===== src/verilog/adcsm_map.vh =====
`ifndef ADCSM_MAP_VH
`define ADCSM_MAP_VH
// register word indices and byte addresses
`define ADCSM_IDX_STATUS 8'h01
`define ADCSM_IDX_MODE 8'h02
`define ADCSM_ADDR_STATUS 8'h04
`define ADCSM_ADDR_MODE 8'h08
// status field positions
`define ADCSM_ST_LOCK 15
`define ADCSM_ST_RESYNC 14
`define ADCSM_ST_REGMAP 13
`define ADCSM_ST_CRCERR 12
`define ADCSM_ST_CRCTYPE 11
`define ADCSM_ST_RESET 10
// mode field positions
`define ADCSM_MD_REGCRC 13
`define ADCSM_MD_RXCRC 12
`define ADCSM_MD_CRCTYPE 11
`define ADCSM_MD_RESET 10
`define ADCSM_MD_TIMEOUT 4
// reset values and writable mask
`define ADCSM_STATUS_RST 16'h0500
`define ADCSM_MODE_RST 16'h0510
`define ADCSM_MODE_WMASK 16'h3f1f
`define ADCSM_MODE_RST_LO 8'h10
`define ADCSM_MODE_RST_HI 8'h05
`define ADCSM_MODE_WMASK_LO 8'h1f
`define ADCSM_MODE_WMASK_HI 8'h3f
`define ADCSM_WLEN_RST 2'h1
`endif


===== src/verilog/adcsm_regs.v =====
`include "adcsm_map.vh"
`timescale 1ns/100ps
`default_nettype none
module adcsm_regs (
	input wire ref_clk, // 10 MHz clock
	input wire resetn, // async reset, active low
	input wire [7:0] s_axi_awaddr, // write address
	input wire s_axi_awvalid, // write address valid
	output reg s_axi_awready, // write address ready
	input wire [31:0] s_axi_wdata, // write data
	input wire [3:0] s_axi_wstrb, // write byte enables
	input wire s_axi_wvalid, // write data valid
	output reg s_axi_wready, // write data ready
	output reg [1:0] s_axi_bresp, // write response
	output reg s_axi_bvalid, // write response valid
	input wire s_axi_bready, // write response ready
	input wire [7:0] s_axi_araddr, // read address
	input wire s_axi_arvalid, // read address valid
	output reg s_axi_arready, // read address ready
	output reg [31:0] s_axi_rdata, // read data
	output reg [1:0] s_axi_rresp, // read response
	output reg s_axi_rvalid, // read data valid
	input wire s_axi_rready, // read data ready
	input wire if_locked, // interface lock level
	input wire resync_pulse, // resynchronization event
	input wire regmap_crc_changed, // map checksum change event
	input wire rx_crc_error, // input checksum error event
	input wire [5:0] new_data_set, // per channel new data event
	input wire [5:0] new_data_clr, // per channel data read
	input wire status_read_clr, // status frame read, clears resync and checksum flags
	output reg reg_crc_en, // map checksum enable
	output reg rx_crc_en, // input checksum enable
	output reg crc_type_sel, // polynomial select
	output reg [1:0] word_length_sel, // data word length
	output reg timeout_en // interface timeout enable
);

	// reset release through two flops
	reg rst_meta_q;
	reg rst_n_q;
	always @(posedge ref_clk or negedge resetn)
	begin
		if (!resetn)
		begin
			rst_meta_q <= 1'b0;
			rst_n_q <= 1'b0;
		end
		else
		begin
			rst_meta_q <= 1'b1;
			rst_n_q <= rst_meta_q;
		end
	end

	reg [15:0] mode_q;
	reg lock_q;
	reg resync_occurred_flag_q;
	reg regmap_flag_q;
	reg crcerr_flag_q;
	reg reset_flag_q;
	reg [5:0] new_data_q;
	reg [7:0] aw_addr_q;
	reg aw_have_q;
	reg [31:0] w_data_q;
	reg [3:0] w_strb_q;
	reg w_have_q;

	// write when both halves captured and no response pending
	wire wr_fire = aw_have_q && w_have_q && !s_axi_bvalid;
	wire wr_mode = wr_fire && (aw_addr_q == `ADCSM_ADDR_MODE);
	wire wr_lo = wr_mode && w_strb_q[0];
	wire wr_hi = wr_mode && w_strb_q[1];
	wire clr_reset = wr_hi && !w_data_q[`ADCSM_MD_RESET];

	// checksum events only count while their check is enabled
	wire regmap_evt = regmap_crc_changed && mode_q[`ADCSM_MD_REGCRC];
	wire rxcrc_evt = rx_crc_error && mode_q[`ADCSM_MD_RXCRC];

	// composed status word, field by field, reserved bits zero
	reg [15:0] status_word;
	always @*
	begin
		status_word = 16'h0000;
		status_word[`ADCSM_ST_LOCK] = lock_q;
		status_word[`ADCSM_ST_RESYNC] = resync_occurred_flag_q;
		status_word[`ADCSM_ST_REGMAP] = regmap_flag_q;
		status_word[`ADCSM_ST_CRCERR] = crcerr_flag_q;
		status_word[`ADCSM_ST_CRCTYPE] = mode_q[`ADCSM_MD_CRCTYPE];
		status_word[`ADCSM_ST_RESET] = reset_flag_q;
		status_word[9:8] = mode_q[9:8];
		status_word[5:0] = new_data_q;
	end

	// write response code: status is read only, unmapped is a decode error
	reg [1:0] wr_resp;
	always @*
	begin
		case (aw_addr_q)
			`ADCSM_ADDR_MODE:
				wr_resp = 2'h0;
			`ADCSM_ADDR_STATUS:
				wr_resp = 2'h2;
			default:
				wr_resp = 2'h3;
		endcase
	end

	// write channel capture
	always @(posedge ref_clk or negedge rst_n_q)
	begin
		if (!rst_n_q)
		begin
			aw_addr_q <= 8'h00;
			aw_have_q <= 1'b0;
			w_data_q <= 32'h00000000;
			w_strb_q <= 4'h0;
			w_have_q <= 1'b0;
			s_axi_awready <= 1'b0;
			s_axi_wready <= 1'b0;
			s_axi_bvalid <= 1'b0;
			s_axi_bresp <= 2'h0;
		end
		else
		begin
			s_axi_awready <= !aw_have_q && !s_axi_awready && !s_axi_bvalid;
			s_axi_wready <= !w_have_q && !s_axi_wready && !s_axi_bvalid;
			if (s_axi_awvalid && s_axi_awready)
			begin
				aw_addr_q <= {s_axi_awaddr[7:2], 2'h0};
				aw_have_q <= 1'b1;
				s_axi_awready <= 1'b0;
			end
			if (s_axi_wvalid && s_axi_wready)
			begin
				w_data_q <= s_axi_wdata;
				w_strb_q <= s_axi_wstrb;
				w_have_q <= 1'b1;
				s_axi_wready <= 1'b0;
			end
			if (wr_fire)
			begin
				aw_have_q <= 1'b0;
				w_have_q <= 1'b0;
				s_axi_bvalid <= 1'b1;
				s_axi_bresp <= wr_resp;
			end
			else if (s_axi_bvalid && s_axi_bready)
				s_axi_bvalid <= 1'b0;
		end
	end

	// mode low byte, reserved bits 7:5 forced to zero
	always @(posedge ref_clk or negedge rst_n_q)
	begin
		if (!rst_n_q)
			mode_q[7:0] <= `ADCSM_MODE_RST_LO;
		else if (wr_lo)
			mode_q[7:0] <= w_data_q[7:0] & `ADCSM_MODE_WMASK_LO;
	end

	// mode high byte, reserved bits 15:14 forced to zero
	always @(posedge ref_clk or negedge rst_n_q)
	begin
		if (!rst_n_q)
			mode_q[15:8] <= `ADCSM_MODE_RST_HI;
		else if (wr_hi)
			mode_q[15:8] <= w_data_q[15:8] & `ADCSM_MODE_WMASK_HI;
	end

	// map checksum enable out to the converter
	always @(posedge ref_clk or negedge rst_n_q)
	begin
		if (!rst_n_q)
			reg_crc_en <= 1'b0;
		else
			reg_crc_en <= mode_q[`ADCSM_MD_REGCRC];
	end

	// input checksum enable out to the converter
	always @(posedge ref_clk or negedge rst_n_q)
	begin
		if (!rst_n_q)
			rx_crc_en <= 1'b0;
		else
			rx_crc_en <= mode_q[`ADCSM_MD_RXCRC];
	end

	// one polynomial select shared by both checksums
	always @(posedge ref_clk or negedge rst_n_q)
	begin
		if (!rst_n_q)
			crc_type_sel <= 1'b0;
		else
			crc_type_sel <= mode_q[`ADCSM_MD_CRCTYPE];
	end

	// data word length out to the converter
	always @(posedge ref_clk or negedge rst_n_q)
	begin
		if (!rst_n_q)
			word_length_sel <= `ADCSM_WLEN_RST;
		else
			word_length_sel <= mode_q[9:8];
	end

	// interface timeout enable out
	always @(posedge ref_clk or negedge rst_n_q)
	begin
		if (!rst_n_q)
			timeout_en <= 1'b1;
		else
			timeout_en <= mode_q[`ADCSM_MD_TIMEOUT];
	end

	// interface lock level, one cycle behind its input
	always @(posedge ref_clk or negedge rst_n_q)
	begin
		if (!rst_n_q)
			lock_q <= 1'b0;
		else
			lock_q <= if_locked;
	end

	// resync flag; a set in the clearing cycle wins
	always @(posedge ref_clk or negedge rst_n_q)
	begin
		if (!rst_n_q)
			resync_occurred_flag_q <= 1'b0;
		else if (resync_pulse)
			resync_occurred_flag_q <= 1'b1;
		else if (status_read_clr)
			resync_occurred_flag_q <= 1'b0;
	end

	// map checksum change flag; set wins over clear
	always @(posedge ref_clk or negedge rst_n_q)
	begin
		if (!rst_n_q)
			regmap_flag_q <= 1'b0;
		else if (regmap_evt)
			regmap_flag_q <= 1'b1;
		else if (status_read_clr)
			regmap_flag_q <= 1'b0;
	end

	// input checksum error flag; set wins over clear
	always @(posedge ref_clk or negedge rst_n_q)
	begin
		if (!rst_n_q)
			crcerr_flag_q <= 1'b0;
		else if (rxcrc_evt)
			crcerr_flag_q <= 1'b1;
		else if (status_read_clr)
			crcerr_flag_q <= 1'b0;
	end

	// reset occurred flag, only a reset sets it again
	always @(posedge ref_clk or negedge rst_n_q)
	begin
		if (!rst_n_q)
			reset_flag_q <= 1'b1;
		else if (clr_reset)
			reset_flag_q <= 1'b0;
	end

	// per channel new data flags
	genvar ch;
	generate
		for (ch = 0; ch < 6; ch = ch + 1)
		begin : g_ch
			always @(posedge ref_clk or negedge rst_n_q)
			begin
				if (!rst_n_q)
					new_data_q[ch] <= 1'b0;
				else if (new_data_set[ch])
					new_data_q[ch] <= 1'b1;
				else if (new_data_clr[ch])
					new_data_q[ch] <= 1'b0;
			end
		end
	endgenerate

	// read channel
	always @(posedge ref_clk or negedge rst_n_q)
	begin
		if (!rst_n_q)
		begin
			s_axi_arready <= 1'b0;
			s_axi_rvalid <= 1'b0;
			s_axi_rdata <= 32'h00000000;
			s_axi_rresp <= 2'h0;
		end
		else
		begin
			s_axi_arready <= !s_axi_arready && !s_axi_rvalid;
			if (s_axi_arvalid && s_axi_arready)
			begin
				s_axi_arready <= 1'b0;
				s_axi_rvalid <= 1'b1;
				case ({s_axi_araddr[7:2], 2'h0})
					`ADCSM_ADDR_STATUS:
					begin
						s_axi_rdata <= {16'h0000, status_word};
						s_axi_rresp <= 2'h0;
					end
					`ADCSM_ADDR_MODE:
					begin
						s_axi_rdata <= {16'h0000, mode_q};
						s_axi_rresp <= 2'h0;
					end
					default:
					begin
						s_axi_rdata <= 32'h00000000;
						s_axi_rresp <= 2'h3;
					end
				endcase
			end
			else if (s_axi_rvalid && s_axi_rready)
				s_axi_rvalid <= 1'b0;
		end
	end

endmodule
`default_nettype wire


===== config.mk =====
export PLATFORM = sky130hd
export DESIGN_NAME = adcsm_regs
export DESIGN_NICKNAME = d
export VERILOG_FILES = /design/src/verilog/adcsm_regs.v
export VERILOG_INCLUDE_DIRS = /design/src /design/src/verilog
export SDC_FILE = /design/constraint.sdc
export NUM_CORES = 1
export LEC_CHECK = 0
export ABC_AREA = 1
export ABC_CLOCK_PERIOD_IN_PS = 2650
export BUFFER_PORTS_ARGS = -buffer_cell sky130_fd_sc_hd__buf_4
export CORE_MARGIN = 3
export CORE_UTILIZATION = 48
export CTS_CLUSTER_DIAMETER = 80
export DETAILED_ROUTE_END_ITERATION = 10
export GPL_TIMING_DRIVEN = 0
export PLACE_DENSITY = 0.79
export SYNTH_ARGS = -nofsm -noshare
export SYNTH_HDL_FRONTEND = slang
export SYNTH_SLANG_ARGS = --single-unit

===== constraint.sdc =====
create_clock -name ref_clk -period 2.65 [get_ports ref_clk]
set_input_delay 0.265 -clock ref_clk [delete_from_list [all_inputs] [get_ports ref_clk]]
set_output_delay 0.265 -clock ref_clk [all_outputs]
set_load 0.1 [all_outputs]

# Yosys cells after proc, flatten, opt, wreduce, memory -nomap -nowiden
# Index checks and enable logic that the tools add are counted.
classes:
  eq_ne: 4
  muxes: 30
  reduce_logical: 40
op_table:
  columns: ["cell", "count"]
  rows:
  - ["16-bit one-hot mux with 2 select lines", 1]
  - ["1-bit two-way mux", 27]
  - ["2-bit nonzero test", 13]
  - ["1-bit logical AND", 18]
  - ["6-bit by 1-bit == test with 1-bit output (second input constant)", 2]
  - ["6-bit by 2-bit == test with 1-bit output (second input constant)", 2]
  - ["1-bit zero test", 8]
  - ["2-bit one-hot mux with 2 select lines", 1]
  - ["2-bit two-way mux", 1]
  - ["2-bit OR reduction", 1]
word_totals:
  reg_bits: 95
  in_bits: 76
  out_inout_bits: 47

# Longest topological paths before layout
# Gate-level depths: netlist (run 1).
depth:
  depth_word: 5
  depth_mapped: 6
  mapped_depth_nobuf: 6

# Worst setup path after synthesis (run 1)
# OpenSTA, ideal clock, no wires.
synth_path:
  path_type: "reg2reg"
  start: "register s_axi_arready"
  end: "register s_axi_rdata[11]"
  setup_ns: 0.068
  t_arrival_ns: 1.638
  t_required_ns: 2.582
  path_slack_ns: 0.944
  stages_incl_launch_ff: 6
  path_buffers: 1
  synth_period_minus_slack_ns: 1.706
  path_cell_list: "dfrtp_1 -> nand2_2 -> inv_1 -> buf_2 -> nand3_1 -> nand2_1"
synth_via:
  elab_chain_len: 1
synth_lines:
  columns: ["item", "line", "text"]
  rows:
  - ["start, declared", "adcsm_regs.v:19", "output reg s_axi_arready,"]
  - ["start signal, assigned", "adcsm_regs.v:295", "s_axi_arready <= !s_axi_arready && !s_axi_rvalid;"]
  - ["1-bit logical AND", "adcsm_regs.v:296", "if (s_axi_arvalid && s_axi_arready)"]
  - ["end signal, assigned", "adcsm_regs.v:303", "s_axi_rdata <= {16'h0000, status_word};"]
  - ["end signal, assigned", "adcsm_regs.v:308", "s_axi_rdata <= {16'h0000, mode_q};"]
  - ["end, declared", "adcsm_regs.v:20", "output reg [31:0] s_axi_rdata,"]
# No other way between the ends.
# A chain may end at the register's enable or synchronous reset.

# Worst setup path after layout (run 1)
layout_path:
  start: "register timeout_en"
  end: "output timeout_en"
layout_lines:
  columns: ["item", "line", "text"]
  rows:
  - ["start, declared", "adcsm_regs.v:35", "output reg timeout_en"]
  - ["start signal, assigned", "adcsm_regs.v:212", "timeout_en <= mode_q[`ADCSM_MD_TIMEOUT];"]
# No word-level cell between the ends.

==> flow_metrics.py, run 1 <==
metrics = {
    "power": {
        "clkPwrFrac": 0.193,
        "switching_share": 0.449,
        "leakage_nw": 2.23,
        "switching_power_mw": 1.76,
        "p_seq_frac": 0.418,
        "pwr-share-comb": 0.389,
        "power_density_nw_per_um2": 981,
        "internal_power_mw": 2.16,
        "irDropWorstVdd_mv": 0.743,
    },
    "detailed_routing": {
        "wl_met3_um": 444,
        "drtIter0Drc": 101,
        "antenna_left": 0,
        "viasPerCell": 4.67,
        "routed-wl-met2_mm": 2.87,
        "drtPass1Iterations": 4,
        "wl_per_cell_um": 11.8,
        "drt-met1-wl_mm": 2.64,
        "num_vias": 2385,
        "drt_wl_total_mm": 6.02,
        "highest_layer": "met4",
        "drc": 0,
    },
    "setup_path": {
        "reg2reg_depth": 6,
        "path_buf_inv": 1,
        "slowest_delay_ns": 0.52,
        "start_kind": "flip-flop",
        "path_depth": 1,
        "worstPathMaxFanout": 1,
        "critPathArrivalTime_ns": 1.13,
        "critical_path_class": "flip-flop to output port",
        "cp-end-kind": "output port",
        "cp_cell_sequence": "buf_4",
        "required_ns": 2.38,
        "crit_slowest_cell": "dfstp_2",
        "path_delay_family": "flip-flops",
    },
    "cells_and_area": {
        "drive_gt1_frac": 0.314,
        "fin_nets": 507,
        "fin_area_um2": 3990,
        "fill_cells": 523,
        "area_growth_pct": 30.0,
        "diodes": 0,
    },
    "synth": {
        "ys_types": 21,
        "syn_inst": 325,
        "ys_warn_count": 0,
        "synth_seq_cells": 73,
        "synth.avg_cell_area_um2": 9.45,
        "ys_seq_area_frac": 0.597,
        "syn_area_um2": 3070,
    },
    "floorplan": {
        "core_area_um2": 6060,
        "die_w_um": 86.0,
        "initial_core_util": 0.507,
        "die_area_um2": 7390,
        "fp-row-count": 28,
        "ios": 123,
        "die_height_um": 86.0,
    },
    "sta": {
        "fin_crit_sh": 0.527,
        "finalMaxSlewViolations": 0,
        "whs_ns": 0.0315,
        "layout_min_cycle_time_ns": 1.40,
        "fmax_ghz": 0.716,
        "rsz0062_at_grt": "no",
        "finClkSkew_ns": 0.00692,
        "slew_headroom": 0.433,
        "hold_viol": 0,
        "setup-violations-final": 0,
        "worst_pin_slew_ns": 0.851,
    },
    "place": {
        "dpl_cell_area_um2": 3810,
        "hpwl_mm": 4.54,
        "port_buffers": 77,
        "place_congestion": 0.758,
    },
    "job": {
        "max_cap_violations": 0,
    },
    "global_route": {
        "first_global_vias": 2331,
        "grt_overflow": 0,
        "grt_pass1_wl_mm": 10.4,
        "track_usage": 0.178,
        "antenna_found_initial": 0,
        "grt_max_degree": 72,
    },
    "clock_network": {
        "cts_root_buffer": "clkbuf_8",
        "cts_buffer_depth": 2,
        "cts.repair.resized": 0,
        "clock_latency_ns": 0.34,
        "cts_sinks": 73,
        "cts_buffers": 9,
        "cts-htree-levels": 3,
        "clk_pin_slew_ns": 0.07,
        "tritoncts": "done",
    },
    "worst_hold_path": {
        "hp-class": "primary input to flip-flop",
        "holdPathStages": 1,
    },
    "outcome": {
        "status": "completed",
    },
}
metrics by stage:
stage,utilization,setup TNS (ns),worst slack [ns],instances,total power [mW]
after floorplan,-,0,0.477,342,2.83
after global placement,0.628,-11.24,-0.176,494,3.15
after detailed placement,0.629,0,1.38,494,3.19
after CTS,0.659,0,1.23,511,3.95
after global routing,0.659,0,1.20,511,4.15
final,0.659,0,1.25,511,3.92
Yosys cell counts (all sizes together):
master,count,area share
nand2,130,0.16
nor3,2,0.0033
dfstp,6,0.051
dfrtp,67,0.55
buf,27,0.068
o21bai,7,0.017
clkbuf,1,0.0012
nor2,10,0.024
nand4,28,0.057
nand3,8,0.016
inv,22,0.027
xor2,1,0.0029
o21ai,13,0.021
a21oi,1,0.0016
conb,2,0.0024
registers in the layout, indices dropped and copies added, names as in the netlist, 2 cells and up:
register,flops
aw_addr_q,6
mode_q,11
new_data_q,6
s_axi_bresp,2
s_axi_rdata,14
w_data_q,11
w_strb_q,2
word_length_sel,2
kinds of logic (layout without fill, tap and decap cells):
family / Yosys count / count (layout) / synth area share
compound gates: 21 / 21 / 0.0399
simple gates: 178 / 178 / 0.262
flops: 73 / 73 / 0.597
buf+inv: 50 / 144 / 0.0958
xor+xnor: 1 / 1 / 0.00285
other cells: 2 / 19 / 0.00245
power by group through the flow:
stage	combinational, mW	sequential, mW	clock, mW
floorplan	0.630	2.20	0
finish	1.52	1.64	0.755
detailed placement	1.53	1.66	0
CTS	1.54	1.64	0.773
global placement	1.50	1.64	0
global route	1.64	1.68	0.832
final timing paths:
check,start,end,slack [ns]
worst max-delay path,timeout_en$_DFF_PN1_,timeout_en,1.25
worst min-delay path,if_locked,lock_q$_DFF_PN0_,0.03
worst max register to register,aw_addr_q[7]$_DFFE_PN0P_,mode_q[13]$_DFFE_PN0P_,1.38
worst min register to register,rst_meta_q$_DFF_PN0_,rst_n_q$_DFF_PN0_,0.36
max in group asynchronous,rst_n_q$_DFF_PN0_,s_axi_rdata[2]$_DFFE_PN0P_,1.65
min in group asynchronous,resetn,rst_n_q$_DFF_PN0_,0.23
what timing repair did:
item                                   4_1_cts  5_1_grt
hold buffers                                 1        0
endpoints found under the hold margin        2        0
setup buffers                                0        0
cell type report:
cell class                 instances  area (µm²)  share of cell area
clock inverter                     5        31.3             0.00783
buffer                            28         211              0.0530
inverter                          22        82.6              0.0207
multi-input combinational        219        1010               0.252
clock buffer                      11         141              0.0354
tap                               75        93.8              0.0235
sequential                        73        1840               0.460
timing repair buffer              78         588               0.147
cell usage in the layout, fill, tap and decap left out, types with 2 or more instances in the layout:
| cell | n |
|---|---|
| o21bai_1 | 7 |
| nand3_2 | 2 |
| dfrtp_1 | 66 |
| clkbuf_1 | 2 |
| nor2_1 | 5 |
| inv_1 | 20 |
| buf_2 | 4 |
| nand4_1 | 28 |
| conb_1 | 19 |
| nor2_4 | 5 |
| nand2_2 | 2 |
| o21ai_0 | 13 |
| buf_6 | 4 |
| nand3_1 | 6 |
| inv_2 | 2 |
| nand2_1 | 128 |
| clkbuf_8 | 10 |
| dfstp_2 | 6 |
| buf_4 | 96 |
| clkinv_2 | 3 |
| nor3_1 | 2 |
metal layers:
layer  global-route usage  vias up
li1                     -     1220
met1                0.225     1078
met2                0.294       81
met3               0.0586        6
met4               0.0518        0
met5                    0        -
No activity file was read; power rests on OpenSTA's default activity.
==> run 2: changes to the inputs <==
--- a/config.mk
+++ b/config.mk
@@ -7,14 +7,14 @@
 export NUM_CORES = 1
 export LEC_CHECK = 0
 export ABC_AREA = 1
-export ABC_CLOCK_PERIOD_IN_PS = 2650
+export ABC_CLOCK_PERIOD_IN_PS = 1100
 export BUFFER_PORTS_ARGS = -buffer_cell sky130_fd_sc_hd__buf_4
 export CORE_MARGIN = 3
-export CORE_UTILIZATION = 48
+export CORE_UTILIZATION = 43
 export CTS_CLUSTER_DIAMETER = 80
 export DETAILED_ROUTE_END_ITERATION = 10
 export GPL_TIMING_DRIVEN = 0
-export PLACE_DENSITY = 0.79
+export PLACE_DENSITY = 0.75
 export SYNTH_ARGS = -nofsm -noshare
 export SYNTH_HDL_FRONTEND = slang
 export SYNTH_SLANG_ARGS = --single-unit
==> constraint.sdc (replaced) <==
create_clock -name ref_clk -period 1.1 [get_ports ref_clk]
set_input_delay 0.11 -clock ref_clk [delete_from_list [all_inputs] [get_ports ref_clk]]
set_output_delay 0.11 -clock ref_clk [all_outputs]
set_load 0.1 [all_outputs]
==> run 2 against run 1 <==
Effect of this change: the run now ends with negative setup slack left; global-route usage up 0.85 points; design area up 22%; highest routed layer unchanged; critical path type unchanged; sequential power rose to 2.5 times the previous value; total power rose to 2.8 times the previous value; non-clock buffer count up 47.
==> flow_metrics.py, run 2 (synthesis gave the netlist of run 1 again) <==
metrics = {
    "clock_network": {
        "cts_buffer_depth": 2,
        "cts_root_buffer": "clkbuf_8",
        "cts_sinks": 73,
        "tritoncts": "done",
        "clock_latency_ns": 0.35,
        "clk_pin_slew_ns": 0.08,
        "cts_buffers": 9,
        "cts-htree-levels": 3,
    },
    "sta": {
        "rsz0062_at_grt": "yes",
        "finalMaxSlewViolations": 0,
        "tns_ns": -1.43,
        "slew_headroom": 0.666,
        "layout_min_cycle_time_ns": 1.25,
        "setup-violations-final": 21,
        "fin_crit_sh": 1.14,
        "worst_pin_slew_ns": 0.501,
        "finClkSkew_ns": 0.00955,
        "setup_slack_ns": -0.151,
        "hold_viol": 0,
        "fmax_ghz": 0.799,
    },
    "place": {
        "port_buffers": 77,
        "placed_cells": 515,
        "pre_cts_slack_ns": -0.101,
        "hpwl_mm": 4.76,
        "place_congestion": 0.750,
    },
    "outcome": {
        "status": "finished, violations left",
        "violations": "negative setup slack",
    },
    "floorplan": {
        "ios": 123,
        "initial_core_util": 0.447,
        "die_w_um": 90.5,
        "core_area_um2": 6870,
        "fp-row-count": 30,
        "die_height_um": 90.5,
        "die_area_um2": 8190,
    },
    "cells_and_area": {
        "top_regs": "s_axi_rdata x14, mode_q x11, w_data_q x11",
        "fin_nets": 554,
        "layout_common_cells": "nand2_1, buf_4, dfrtp_1",
        "drive_gt1_frac": 0.356,
        "diodes": 0,
        "max_flop_register": "s_axi_rdata",
        "layout.cells.most_common": "nand2_1",
        "area_growth_pct": 58.7,
        "largest_reg_flops": 14,
        "fin_cells": 579,
        "final_util": 0.709,
    },
    "power": {
        "irDropWorstVdd_mv": 1.89,
        "power_density_nw_per_um2": 2270,
        "leakage_nw": 2.52,
        "power.total_mw": 11.1,
    },
    "global_route": {
        "track_usage": 0.187,
        "met1_usage": 0.227,
        "grt_overflow": 0,
        "grt_max_degree": 38,
        "grt_pass1_wl_mm": 12.4,
        "grtUsageMet3": 0.0525,
        "met2_usage": 0.322,
        "antenna_found_initial": 0,
        "grt-busiest-layer": "met2",
        "first_global_vias": 2657,
    },
    "setup_path": {
        "crit_end": "s_axi_rresp[1]",
        "critPathLaunch": "s_axi_rresp[0]$_DFFE_PN0P_",
        "slowest_delay_ns": 0.51,
        "critPathArrivalTime_ns": 1.14,
        "path_delay_family": "flip-flops",
        "path_buf_inv": 2,
        "rrSetupSlack_ns": -0.11,
        "path_depth": 2,
        "required_ns": 0.99,
        "r2r_start": "aw_addr_q[7]$_DFFE_PN0P_",
        "cp-end-kind": "output port",
        "start_kind": "flip-flop",
        "reg2reg_depth": 6,
        "critical_path_class": "flip-flop to output port",
        "r2r-end": "mode_q[12]$_DFFE_PN0P_",
        "cp_cell_sequence": "buf_6 > buf_12",
        "worstPathMaxFanout": 3,
        "crit_slowest_cell": "dfrtp_4",
    },
    "detailed_routing": {
        "antenna_left": 0,
        "drt_wl_total_mm": 7.31,
        "drc": 0,
        "drtPass1Iterations": 4,
        "wl_per_cell_um": 12.6,
        "drtIter0Drc": 122,
        "num_vias": 2622,
        "viasPerCell": 4.53,
    },
    "job": {
        "max_cap_violations": 0,
    },
    "worst_hold_path": {
        "hp-class": "primary input to flip-flop",
    },
}
-- run 2: cell count changes in the layout (fill, tap and decap cells not counted), moves of 5 or more --
| cell | previous run | this run |
|---|---|---|
| dfrtp_1 | 66 | 54 |
| dfrtp_2 | 0 | 7 |
| buf_6 | 4 | 28 |
| buf_12 | 0 | 11 |
| buf_4 | 96 | 71 |
| dfrtp_4 | 1 | 6 |
| dlygate4sd3_1 | 1 | 39 |
-- run 2: how the worst min path moves through the flow --
stage,start,to,slack (ns),cells past startpoint
after floorplan,resetn,rst_meta_q$_DFF_PN0_,-0.19,0
after global routing,s_axi_wvalid,w_data_q[13]$_DFFE_PN0P_,0.05,4
after CTS,s_axi_wvalid,w_strb_q[1]$_DFFE_PN0P_,0.03,4
final,s_axi_wvalid,w_strb_q[1]$_DFFE_PN0P_,0.04,4
after global placement,resetn,rst_meta_q$_DFF_PN0_,-0.11,1
after detailed placement,resetn,rst_meta_q$_DFF_PN0_,-0.11,1
-- run 2: routing by layer --
| metal | vias up | share of wire |
|---|---|---|
| li1 | 1314 | - |
| met5 | - | 0 |
| met4 | 0 | 0.015 |
| met3 | 13 | 0.053 |
| met2 | 76 | 0.51 |
| met1 | 1219 | 0.42 |
-- run 2: worst register-to-register path: cells and delay by family (launching register included) --
kind / cells / cell delay, ns
simple gates: 6 / 0.71
flops: 1 / 0.38
-- run 2: cell type report --
type | count | area, µm²
Buffer | 28 | 238
Clock buffer | 9 | 124
Clock inverter | 7 | 95.1
Fill cell | 525 | 2000
Inverter | 22 | 97.6
Multi-Input combinational cell | 219 | 1070
Sequential cell | 73 | 1870
Tap cell | 96 | 120
Timing Repair Buffer | 125 | 1260
-- run 2: through the flow --
stage | area, µm² | hold WS, ns
finish | 4870 | 0.0404
global placement | 3940 | -0.107
detailed placement | 3940 | -0.106
global route | 4870 | 0.0456
floorplan | 3240 | -0.186
CTS | 4780 | 0.0337
-- run 2: repair_timing --
| item | in CTS | in global routing |
|---|---|---|
| buffers inserted | 6 | 1 |
| endpoints found under the hold margin | 33 | 0 |
| gates cloned | 2 | 0 |
| resized for setup | 43 | 24 |
| hold buffers | 39 | 0 |
| pin swaps | 2 | 3 |
| setup endpoints to repair | 49 | 49 |
-- run 2: where the power goes --
group / leakage (nW) / internal (mW) / switching [mW]
registers: 0.901 / 3.49 / 0.677
logic: 1.51 / 1.67 / 2.98
clock network: 0.109 / 1.27 / 0.985
total: 2.52 / 6.44 / 4.64
